**src/pkg/slave_two_pkg.sv**
```systemverilog
// Constants, register map and carrier types for the second I2C slave controller.
// Assumes a plain byte-wide register port clocked by sys_clk at 50 MHz.
// Functional notes
// - Debug enabled and address equals debug identifier: pulse debug interrupt, not slave traffic.
// - Debug disabled: regular slave; address bit 7 enables, bits 6-0 hold address.
// - Receive: shift SDA bits in, set receive-buffer flag per full byte.
// - New byte while receive flag set: NACK, or hold SCL low when stretching.
// - Receive stretch releases SCL only after software clears receive-buffer flag.
// - Transmit: on match load data byte to shifter, shift out, set transmit flag.
// - Shifter empty and transmit flag set: stretch if enabled, else resend old byte.
// - Master NACK after a byte ends data; release SDA for STOP or restart.
// - Noise filter enable suppresses short SDA/SCL pulses; disabled passes inputs.
// - Soft-reset bit 7 of config resets state machines and clears address register.
// - Five enable bits gate address, STOP, restart, transmit, receive flags to interrupt.
// - Config bit 0 reads one in slave transmit, zero in receive.
// - Status bit 7 marks first received byte after match; cleared when software reads the data register.
// - Address match sets sticky flag until software clears it.
// - STOP and repeated START set separate sticky flags cleared by software.
// - Data write clears transmit flag; data read clears receive flag.
// - Status bit 1 sets on START and clears on STOP.
// - Master NACK sets NACK bit, old byte resent; cleared by ACK or software.
// - SDA output delayed after SCL fall by hold-cycle field in status bits 3-0.
package slave_two_pkg;
  localparam logic [7:0] CONFIG_ADDR = 8'hDB;
  localparam logic [7:0] STATUS_ADDR = 8'hDC;
  localparam logic [7:0] SLAVE_ADDR_ADDR = 8'hDD;
  localparam logic [7:0] DATA_ADDR = 8'hDE;
  localparam logic [7:0] DEBUG_ID_ADDR = 8'hDF;
  localparam logic [7:0] DEBUG_CTRL_ADDR = 8'hE0;
  localparam logic [7:0] CONFIG_RESET = 8'h00;
  localparam logic [7:0] STATUS_RESET = 8'h00;
  localparam int CFG_SOFT_RESET_BIT = 7;
  localparam int CFG_DIR_BIT = 0;
  localparam int ST_FIRST_BIT = 7;
  localparam int ST_ADDRM_BIT = 6;
  localparam int ST_STOP_BIT = 5;
  localparam int ST_RSTART_BIT = 4;
  localparam int ST_TXB_BIT = 3;
  localparam int ST_RCB_BIT = 2;
  localparam int ST_START_BIT = 1;
  localparam int ST_NACK_BIT = 0;
  localparam int SYS_CLK_MHZ = 50;
  localparam int MIN_HOLD_NS = 300;
  localparam int MIN_HOLD_CYCLES = (MIN_HOLD_NS * SYS_CLK_MHZ + 999) / 1000;
  localparam int HOLD_EXTRA_CYCLES = 3;
  localparam int LINE_DETECT_CYCLES = 3;

  typedef struct packed {
    logic [7:0] addr;
    logic [7:0] wdata;
    logic wr;
    logic rd;
  } reg_req_t;

  typedef struct packed {
    logic soft_reset;
    logic addrm_ie;
    logic stop_ie;
    logic rstart_ie;
    logic txb_ie;
    logic rcb_ie;
    logic stretch_en;
    logic filter_en;
  } config_t;

  typedef enum logic [2:0] {ST_IDLE, ST_ADDR, ST_ACK, ST_RX, ST_TX, ST_MACK, ST_WAIT} bus_state_t;
endpackage

```
**src/second_slave_controller.sv**
```systemverilog
// Second I2C slave controller: register port, line filter, conditions and byte engine.
// Assumes SCL/SDA are open-drain pins from an external master, asynchronous to sys_clk.
`timescale 1ns/10ps
`default_nettype none
module second_slave_controller
  import slave_two_pkg::*;
(
  input wire logic sys_clk,
  input wire logic rst_n,
  input wire reg_req_t req,
  output logic [7:0] rdata,
  input wire logic scl_in,
  output logic scl_out,
  output logic scl_oe,
  input wire logic sda_in,
  output logic sda_out,
  output logic sda_oe,
  output logic slave_irq,
  output logic debug_interrupt
);
  logic [1:0] scl_sync_reg, sda_sync_reg;
  logic scl_f_reg, sda_f_reg, scl_d_reg, sda_d_reg;
  config_t cfg_reg;
  logic [7:0] slave_address_register, debug_identifier_address, data_reg, shift_reg;
  logic debug_port_enable, dir_reg, first_reg, addrm_reg, stop_reg, rstart_reg;
  logic txb_reg, rcb_reg, start_reg, nack_reg;
  logic [3:0] sda_hold_cycles;
  bus_state_t state_reg;
  logic [3:0] bit_cnt_reg;
  logic [4:0] hold_cnt_reg;
  logic sda_low_reg, sda_low_next, stretch_reg, debug_xfer_reg, first_pend_reg;
  logic scl_rise, scl_fall, start_det, stop_det, wr_cfg, wr_st, wr_data, rd_data;
  logic rx_byte_done, addr_match_ev, tx_load_ev, mack_ev, ack_ev, srst;
  logic scl_p_reg, sda_p_reg, overrun_reg, rx_late_store;

  // Compares the request address with one register address; callers gate it with the write or read strobe.
  function automatic logic hit(input reg_req_t r, input logic [7:0] a);
    return r.addr == a;
  endfunction

  assign wr_cfg = req.wr && hit(req, CONFIG_ADDR);
  assign wr_st = req.wr && hit(req, STATUS_ADDR);
  assign wr_data = req.wr && hit(req, DATA_ADDR);
  assign rd_data = req.rd && hit(req, DATA_ADDR);
  assign srst = cfg_reg.soft_reset;

  // Two-flop synchronisers for the pin inputs.
  always_ff @(posedge sys_clk or negedge rst_n) begin
    if (!rst_n) begin
      scl_sync_reg <= 2'h3;
      sda_sync_reg <= 2'h3;
    end else begin
      scl_sync_reg <= {scl_sync_reg[0], scl_in};
      sda_sync_reg <= {sda_sync_reg[0], sda_in};
    end
  end

  // Filter accepts a level only after it held for two samples; bypassed when disabled.
  always_ff @(posedge sys_clk or negedge rst_n) begin
    if (!rst_n) begin
      scl_f_reg <= 1'b1;
      sda_f_reg <= 1'b1;
      scl_d_reg <= 1'b1;
      sda_d_reg <= 1'b1;
      scl_p_reg <= 1'b1;
      sda_p_reg <= 1'b1;
    end else begin
      scl_d_reg <= scl_f_reg;
      sda_d_reg <= sda_f_reg;
      scl_p_reg <= scl_sync_reg[1];
      sda_p_reg <= sda_sync_reg[1];
      if (!cfg_reg.filter_en || scl_sync_reg[1] == scl_p_reg) begin
        scl_f_reg <= scl_sync_reg[1];
      end
      if (!cfg_reg.filter_en || sda_sync_reg[1] == sda_p_reg) begin
        sda_f_reg <= sda_sync_reg[1];
      end
    end
  end

  // Edge and condition detection on the cleaned lines.
  assign scl_rise = scl_f_reg && !scl_d_reg;
  assign scl_fall = !scl_f_reg && scl_d_reg;
  assign start_det = scl_f_reg && scl_d_reg && !sda_f_reg && sda_d_reg;
  assign stop_det = scl_f_reg && scl_d_reg && sda_f_reg && !sda_d_reg;
  assign rx_byte_done = scl_rise && state_reg == ST_RX && bit_cnt_reg == 4'h7;
  assign addr_match_ev = scl_rise && state_reg == ST_ADDR && bit_cnt_reg == 4'h7 && !debug_port_enable
    && slave_address_register[7] && {shift_reg[6:0], sda_f_reg} >> 1 == {1'b0, slave_address_register[6:0]};
  // Fresh transmit data is consumed at an address match for a read, or when the next byte is loaded.
  assign tx_load_ev = (addr_match_ev && sda_f_reg) || (state_reg == ST_ACK && dir_reg && bit_cnt_reg == 4'h9
    && (scl_fall || stretch_reg) && !nack_reg && !txb_reg);
  // A byte held back under stretching is stored in the cycle that software has freed the buffer.
  assign rx_late_store = state_reg == ST_WAIT && stretch_reg && overrun_reg && !rcb_reg;
  assign mack_ev = scl_rise && state_reg == ST_MACK;
  assign ack_ev = mack_ev && !sda_f_reg;

  // Configuration register; software clears the soft-reset bit itself.
  always_ff @(posedge sys_clk or negedge rst_n) begin
    if (!rst_n) begin
      cfg_reg <= config_t'(CONFIG_RESET);
    end else if (wr_cfg) begin
      cfg_reg <= config_t'(req.wdata);
    end
  end

  // Address, debug id and hold-time fields; soft reset clears the address.
  always_ff @(posedge sys_clk or negedge rst_n) begin
    if (!rst_n) begin
      slave_address_register <= 8'h00;
      debug_identifier_address <= 8'h00;
      debug_port_enable <= 1'b0;
      sda_hold_cycles <= 4'h0;
    end else begin
      if (srst) begin
        slave_address_register <= 8'h00;
      end else if (req.wr && hit(req, SLAVE_ADDR_ADDR)) begin
        slave_address_register <= req.wdata;
      end
      if (req.wr && hit(req, DEBUG_ID_ADDR)) begin
        debug_identifier_address <= {1'b0, req.wdata[6:0]};
      end
      if (req.wr && hit(req, DEBUG_CTRL_ADDR)) begin
        debug_port_enable <= req.wdata[0];
      end
      if (wr_st) begin
        sda_hold_cycles <= req.wdata[3:0];
      end
    end
  end

  // Byte engine: address, ack, data phases with stretch and retransmit.
  always_ff @(posedge sys_clk or negedge rst_n) begin
    if (!rst_n) begin
      state_reg <= ST_IDLE;
      bit_cnt_reg <= 4'h0;
      shift_reg <= 8'h00;
      dir_reg <= 1'b0;
      sda_low_next <= 1'b0;
      stretch_reg <= 1'b0;
      debug_xfer_reg <= 1'b0;
      overrun_reg <= 1'b0;
    end else if (srst || stop_det) begin
      state_reg <= ST_IDLE;
      sda_low_next <= 1'b0;
      stretch_reg <= 1'b0;
      debug_xfer_reg <= 1'b0;
    end else if (start_det) begin
      state_reg <= ST_ADDR;
      bit_cnt_reg <= 4'h0;
      sda_low_next <= 1'b0;
      stretch_reg <= 1'b0;
    end else begin
      unique case (state_reg)
        ST_IDLE: begin
          sda_low_next <= 1'b0;
        end
        ST_ADDR: if (scl_rise) begin
          shift_reg <= {shift_reg[6:0], sda_f_reg};
          bit_cnt_reg <= bit_cnt_reg + 4'h1;
          if (bit_cnt_reg == 4'h7) begin
            if (debug_port_enable && shift_reg[6:0] == debug_identifier_address[6:0]) begin
              debug_xfer_reg <= 1'b1;
              state_reg <= ST_ACK;
              dir_reg <= sda_f_reg;
            end else if (addr_match_ev) begin
              state_reg <= ST_ACK;
              dir_reg <= sda_f_reg;
              if (sda_f_reg) begin
                shift_reg <= data_reg;
              end
            end else begin
              state_reg <= ST_IDLE;
            end
          end
        end
        ST_ACK: begin
          // Count A marks the acknowledge of an address, whose byte was loaded at the match.
          if (scl_fall && bit_cnt_reg == 4'h8) begin
            sda_low_next <= 1'b1;
            bit_cnt_reg <= 4'hA;
          end
          if ((scl_fall && bit_cnt_reg >= 4'h9) || stretch_reg) begin
            if (dir_reg && cfg_reg.stretch_en && txb_reg) begin
              stretch_reg <= 1'b1;
            end else begin
              stretch_reg <= 1'b0;
              bit_cnt_reg <= 4'h0;
              if (dir_reg) begin
                shift_reg <= (bit_cnt_reg == 4'hA || nack_reg || txb_reg) ? shift_reg : data_reg;
                sda_low_next <= !((bit_cnt_reg == 4'hA || nack_reg || txb_reg) ? shift_reg[7] : data_reg[7]);
                state_reg <= ST_TX;
              end else begin
                sda_low_next <= 1'b0;
                state_reg <= ST_RX;
              end
            end
          end
        end
        ST_RX: if (scl_rise) begin
          shift_reg <= {shift_reg[6:0], sda_f_reg};
          bit_cnt_reg <= bit_cnt_reg + 4'h1;
          if (bit_cnt_reg == 4'h7) begin
            overrun_reg <= rcb_reg;
            state_reg <= ST_WAIT;
          end
        end
        // SDA is pulled for the acknowledge one cycle before SCL is let go, never together with it.
        ST_WAIT: if (scl_fall || stretch_reg) begin
          if (stretch_reg && overrun_reg && !rcb_reg) begin
            overrun_reg <= 1'b0;
            sda_low_next <= 1'b1;
          end else if (overrun_reg && cfg_reg.stretch_en) begin
            stretch_reg <= 1'b1;
          end else begin
            stretch_reg <= 1'b0;
            sda_low_next <= !overrun_reg;
            bit_cnt_reg <= 4'h9;
            state_reg <= ST_ACK;
          end
        end
        ST_TX: if (scl_fall) begin
          bit_cnt_reg <= bit_cnt_reg + 4'h1;
          shift_reg <= {shift_reg[6:0], shift_reg[7]};
          if (bit_cnt_reg == 4'h7) begin
            sda_low_next <= 1'b0;
            state_reg <= ST_MACK;
          end else begin
            sda_low_next <= !shift_reg[6];
          end
        end
        ST_MACK: if (mack_ev) begin
          if (sda_f_reg) begin
            state_reg <= ST_IDLE;
          end else begin
            bit_cnt_reg <= 4'h9;
            state_reg <= ST_ACK;
          end
        end
        default: state_reg <= ST_IDLE;
      endcase
    end
  end

  // Delays SDA changes after the SCL fall by the hold-cycle field.
  always_ff @(posedge sys_clk or negedge rst_n) begin
    if (!rst_n) begin
      hold_cnt_reg <= 5'h00;
      sda_low_reg <= 1'b0;
    end else if (scl_fall) begin
      // The fall is seen LINE_DETECT_CYCLES after the pin, so those cycles already count as hold.
      hold_cnt_reg <= {1'b0, sda_hold_cycles} + 5'(HOLD_EXTRA_CYCLES) - 5'(LINE_DETECT_CYCLES);
    end else if (hold_cnt_reg != 5'h00) begin
      hold_cnt_reg <= hold_cnt_reg - 5'h01;
    end else begin
      sda_low_reg <= sda_low_next;
    end
  end

  // Sticky flags; a hardware set wins over a software clear in the same cycle.
  always_ff @(posedge sys_clk or negedge rst_n) begin
    if (!rst_n) begin
      addrm_reg <= 1'b0;
      stop_reg <= 1'b0;
      rstart_reg <= 1'b0;
      start_reg <= 1'b0;
      nack_reg <= 1'b0;
      txb_reg <= 1'b0;
      rcb_reg <= 1'b0;
      first_reg <= 1'b0;
      first_pend_reg <= 1'b0;
      data_reg <= 8'h00;
    end else begin
      addrm_reg <= addr_match_ev || (addrm_reg && !(wr_st && !req.wdata[ST_ADDRM_BIT]));
      stop_reg <= stop_det || (stop_reg && !(wr_st && !req.wdata[ST_STOP_BIT]));
      rstart_reg <= (start_det && start_reg) || (rstart_reg && !(wr_st && !req.wdata[ST_RSTART_BIT]));
      start_reg <= start_det || (start_reg && !stop_det);
      nack_reg <= (mack_ev && sda_f_reg) || (nack_reg && !ack_ev && !(wr_st && !req.wdata[ST_NACK_BIT]));
      txb_reg <= (tx_load_ev && !nack_reg) || (txb_reg && !wr_data);
      if (wr_data) begin
        data_reg <= req.wdata;
      end else if (rx_byte_done && !rcb_reg) begin
        data_reg <= {shift_reg[6:0], sda_f_reg};
      end else if (rx_late_store) begin
        data_reg <= shift_reg;
      end
      rcb_reg <= (rx_byte_done && !rcb_reg) || rx_late_store || (rcb_reg && !rd_data);
      first_pend_reg <= addr_match_ev || (first_pend_reg && !(rx_byte_done && !rcb_reg));
      first_reg <= (rx_byte_done && !rcb_reg && first_pend_reg) || (first_reg && !rd_data);
    end
  end

  // Read data, line drivers and interrupt outputs, all registered.
  always_ff @(posedge sys_clk or negedge rst_n) begin
    if (!rst_n) begin
      rdata <= 8'h00;
      scl_oe <= 1'b0;
      sda_oe <= 1'b0;
      slave_irq <= 1'b0;
      debug_interrupt <= 1'b0;
    end else begin
      rdata <= 8'h00;
      if (req.rd) begin
        if (hit(req, CONFIG_ADDR)) rdata <= {7'h00, dir_reg};
        else if (hit(req, STATUS_ADDR)) rdata <= {first_reg, addrm_reg, stop_reg, rstart_reg,
          txb_reg, rcb_reg, start_reg, nack_reg};
        else if (hit(req, SLAVE_ADDR_ADDR)) rdata <= slave_address_register;
        else if (hit(req, DATA_ADDR)) rdata <= data_reg;
        else if (hit(req, DEBUG_ID_ADDR)) rdata <= debug_identifier_address;
        else if (hit(req, DEBUG_CTRL_ADDR)) rdata <= {7'h00, debug_port_enable};
      end
      scl_oe <= stretch_reg && !scl_f_reg;
      // The line follows the engine as soon as the hold count has run out.
      sda_oe <= (hold_cnt_reg == 5'h00 && !scl_fall) ? sda_low_next : sda_low_reg;
      slave_irq <= (cfg_reg.addrm_ie && addrm_reg) || (cfg_reg.stop_ie && stop_reg)
        || (cfg_reg.rstart_ie && rstart_reg) || (cfg_reg.txb_ie && txb_reg)
        || (cfg_reg.rcb_ie && rcb_reg);
      debug_interrupt <= scl_rise && state_reg == ST_ADDR && bit_cnt_reg == 4'h7 && debug_port_enable
        && shift_reg[6:0] == debug_identifier_address[6:0];
    end
  end

  assign scl_out = 1'b0;
  assign sda_out = 1'b0;

  addr_flag_a: assert property (@(posedge sys_clk) disable iff (!rst_n) addr_match_ev |=> addrm_reg)
    else $error("address match flag not set");
  stop_flag_a: assert property (@(posedge sys_clk) disable iff (!rst_n) stop_det |=> stop_reg && !start_reg)
    else $error("stop did not update flags");
  txb_clear_a: assert property (@(posedge sys_clk) disable iff (!rst_n) wr_data && !tx_load_ev |=> !txb_reg)
    else $error("transmit flag not cleared by write");
  rcb_clear_a: assert property (@(posedge sys_clk) disable iff (!rst_n) rd_data && !rx_byte_done |=> !rcb_reg)
    else $error("receive flag not cleared by read");
  srst_addr_a: assert property (@(posedge sys_clk) disable iff (!rst_n) srst |=> slave_address_register == 8'h00)
    else $error("soft reset left address");
  irq_gate_a: assert property (@(posedge sys_clk) disable iff (!rst_n) (cfg_reg == '0) |=> !slave_irq)
    else $error("interrupt with all enables off");
  start_bit_a: assert property (@(posedge sys_clk) disable iff (!rst_n) start_det && !stop_det |=> start_reg)
    else $error("start bit not set");
  stretch_rel_a: assert property (@(posedge sys_clk) disable iff (!rst_n) !stretch_reg |=> !scl_oe)
    else $error("scl held without stretch");
endmodule
`default_nettype wire

```
**config.mk**
```make
export PLATFORM = sky130hd
export DESIGN_NAME = second_slave_controller
export DESIGN_NICKNAME = d
export VERILOG_FILES = /design/src/pkg/slave_two_pkg.sv /design/src/second_slave_controller.sv
export SDC_FILE = /design/constraint.sdc
export NUM_CORES = 1
export LEC_CHECK = 0
export ABC_AREA = 1
export BUFFER_PORTS_ARGS = -buffer_cell sky130_fd_sc_hd__buf_2
export CORE_UTILIZATION = 40
export DETAILED_ROUTE_END_ITERATION = 10
export HOLD_SLACK_MARGIN = 0.08
export PLACE_DENSITY_LB_ADDON = 0.08
export SLEW_MARGIN = 20
export SYNTH_ARGS = -nofsm -noshare
export SYNTH_HDL_FRONTEND = slang
export SYNTH_SLANG_ARGS = --single-unit
```
**constraint.sdc**
```tcl
create_clock -name sys_clk -period 2.3 [get_ports sys_clk]
set_clock_uncertainty 0.1 [all_clocks]
set_input_delay 0 -clock sys_clk [delete_from_list [all_inputs] [get_ports sys_clk]]
set_output_delay 0 -clock sys_clk [all_outputs]
set_load 0.02 [all_outputs]
```
==> reports/results.ini <==
[route]
vias = 5064
detail-route-antenna-nets = 0
first_iter_violations = 596
drt-vias-per-instance = 5.33
post-route-drc-count = 0
drt-total-wl_um = 15700
firstDrtPassIters = 5
wl_per_cell_um = 16.6

[timing]
tns_ps = 0
rsz0062_at_grt = no
hold_viol = 0
slew_viol_final = 0
timing.slew.headroom = 0.649
worstMarginPinSlew_ps = 527
period_share = 0.959
layout_min_cycle_time_ps = 2210
setup_violations = 0
fmax_mhz = 453

[global_routing]
grt_pass1_wl_um = 25600
grt_overflow = 0
grt_max_degree = 56
antenna_found_initial = 0
grt_pass1_vias = 4761
grt_usage = 0.237

[clock_network]
clkLatencyLatePin_ps = 350
clk_pin_slew_ps = 70
clk_path_buf_depth = 2
cts_buffers = 9
cts_sinks = 92
cts_tree = done
clockRootBuffer = clkbuf_16
cts_max_level = 3

[pwr]
p_per_area_nw_per_um2 = 622
irDropWorstVdd_v = 0.000464
p_leak_nw = 3.00

[floorplan]
core_area_um2 = 12800
die_y_um = 118
io-pin-count = 36
num_rows = 41
die_width_um = 118
die_area_um2 = 13900
initial_utilization = 0.418

[cells_and_area]
n_fill_cell = 1287
syn_to_final_growth_pct = 17.7
drive_above_1_share = 0.159
final_core_util = 0.492
diodes = 0
final_nets = 801
multi_input_area_um2 = 2620
ff_latch_area_um2 = 2310

[logic_synthesis]
yosys.area.top_type_share = 0.383
syn_area_um2 = 5360
ys_seq_elements = 92
ys_seq_area_frac = 0.432
synth_top_area_cell = dfrtp_1
synth_cells = 707
yosysWarnings = 0
synth_area_leaders = dfrtp_1 (38%), nand2_1 (12%), o21ai_0 (6.6%)
syn_area_per_cell_um2 = 7.59
synth_cell_types = 42

[placement]
gp_congestion = 0.914
post-dp-hpwl_um = 11900
io_buffer_count = 33

[worst_setup_path]
worstSetupStartpointType = primary input
path_class = in -> reg
end_kind = flop
arrival_ps = 2340
worstPathRequired_ps = 2440
critPathMaxFanout = 2

[min_path]
hp-class = in -> async

[flow_run]
maxCapViolCount = 0

[status]
status = completed

[cell usage after synthesis, drive strengths merged]
cell	number
xnor2	4
nor4	1
a221oi	1
xor2	2
nand2	192
o31ai	4
o21a	5
dfrtp	82
nor3	10
a31oi	4
nor2	75
dfstp	10
buf	7
o21ai	74
nor3b	1
ha	6
clkbuf	5
or2	1
a22oi	2
o211ai	2
nand3	57
nand4	6
inv	99
conb	1
o22ai	20
o221ai	10
o2111ai	1
a21oi	25
[path summary, 6_finish.rpt]
path | start | end | slack, ps | cells past startpoint
worst max-delay path | req[14] | debug_port_enable$_DFFE_PN0P_ | 90 | 8
worst min-delay path | rst_n | debug_identifier_address[5]$_DFFE_PN0P_ | 60 | 2
worst max register to register | shift_reg[1]$_DFFE_PN0P_ | shift_reg[7]$_DFFE_PN0P_ | 230 | 11
worst min register to register | sda_sync_reg[0]$_DFF_PN1_ | sda_sync_reg[1]$_DFF_PN1_ | 260 | 0
max in group asynchronous | rst_n | stretch_reg$_DFFE_PN0P_ | 1360 | 3
min in group sys_clk | req[10] | rcb_reg$_DFF_PN0_ | 90 | 5
[critical path, cell delays in order]
cell           delay [ps]
buf_2                 110
dlygate4sd3_1         550
nor3_1                290
dlygate4sd3_1         610
nand3_1                70
dlygate4sd3_1         580
nor2_1                 90
a21oi_1                50
[cells in the final DEF, fill, tap and decap left out, types with 4 or more instances in the layout]
master / Yosys / routed
inv_1: 89 / 89
dlygate4sd3_1: 0 / 20
nand2_2: 8 / 8
nand3_2: 5 / 5
o21a_1: 5 / 5
nand4_1: 5 / 5
nand2_4: 6 / 6
a21oi_1: 22 / 22
dfrtp_1: 82 / 82
nor2_1: 59 / 59
o21ai_0: 71 / 71
o221ai_1: 10 / 10
nand3_1: 52 / 52
nor2_4: 9 / 10
dfstp_2: 10 / 10
buf_4: 3 / 12
xnor2_1: 4 / 4
clkbuf_16: 0 / 9
buf_2: 3 / 32
o31ai_1: 4 / 4
nand2_1: 178 / 178
nor2_2: 6 / 5
a31oi_1: 4 / 4
nor3_1: 10 / 9
ha_1: 6 / 6
inv_2: 8 / 8
o22ai_1: 20 / 20
[stage by stage]
step	worst slack [ps]	total power, mW	cells	hold slack, ps	area [um2]
2_1_floorplan	505	2.19	708	-396	5370
3_3_place_gp	-36.3	2.39	911	-91.5	5770
3_5_place_dp	17.9	2.39	911	-86.4	5770
4_1_cts	8.69	3.94	947	81.3	6270
5_1_grt	22.8	4.09	950	109	6310
6_report	94.6	3.93	950	64.0	6310
[metal layers]
metal,up-vias,global-route usage,share of wire
li1,2461,-,-
met1,2364,0.354,0.49
met2,219,0.339,0.42
met3,20,0.0363,0.076
met4,0,0.0921,0.020
met5,-,0,0
[kinds of logic (layout without fill, tap and decap cells)]
group | Yosys count | in the layout | synth area share
other | 1 | 2 | 0.000699
DFF | 92 | 92 | 0.432
and+or+nand+nor | 343 | 343 | 0.300
adders and majority gates | 6 | 6 | 0.0140
xor gates and xnor gates | 6 | 6 | 0.00980
buffers and inverters | 111 | 181 | 0.0833
AOI/OAI and AO/OA | 148 | 148 | 0.160
[power breakdown]
group | leakage, nW | total (mW) | switching (mW) | internal (mW)
clock network | 0.142 | 1.54 | 0.691 | 0.847
registers | 1.18 | 1.82 | 0.0882 | 1.74
logic | 1.68 | 0.563 | 0.355 | 0.208
[cell type report]
type,instances,share of cell area
multi-input cells,505,0.414
flip-flops and latches,92,0.367
repair buffers,66,0.0777
inverters,99,0.0601
clock buffers,9,0.0357
well taps,172,0.0341
clock inverters,7,0.0115
[what timing repair did]
item | CTS | global route
setup endpoints to repair | 0 | 13
gates resized for setup | 0 | 2
hold buffers | 20 | 0
hold endpoints to repair | 142 | 0
buffers inserted | 0 | 3
Power figures use the tool's default switching activity.
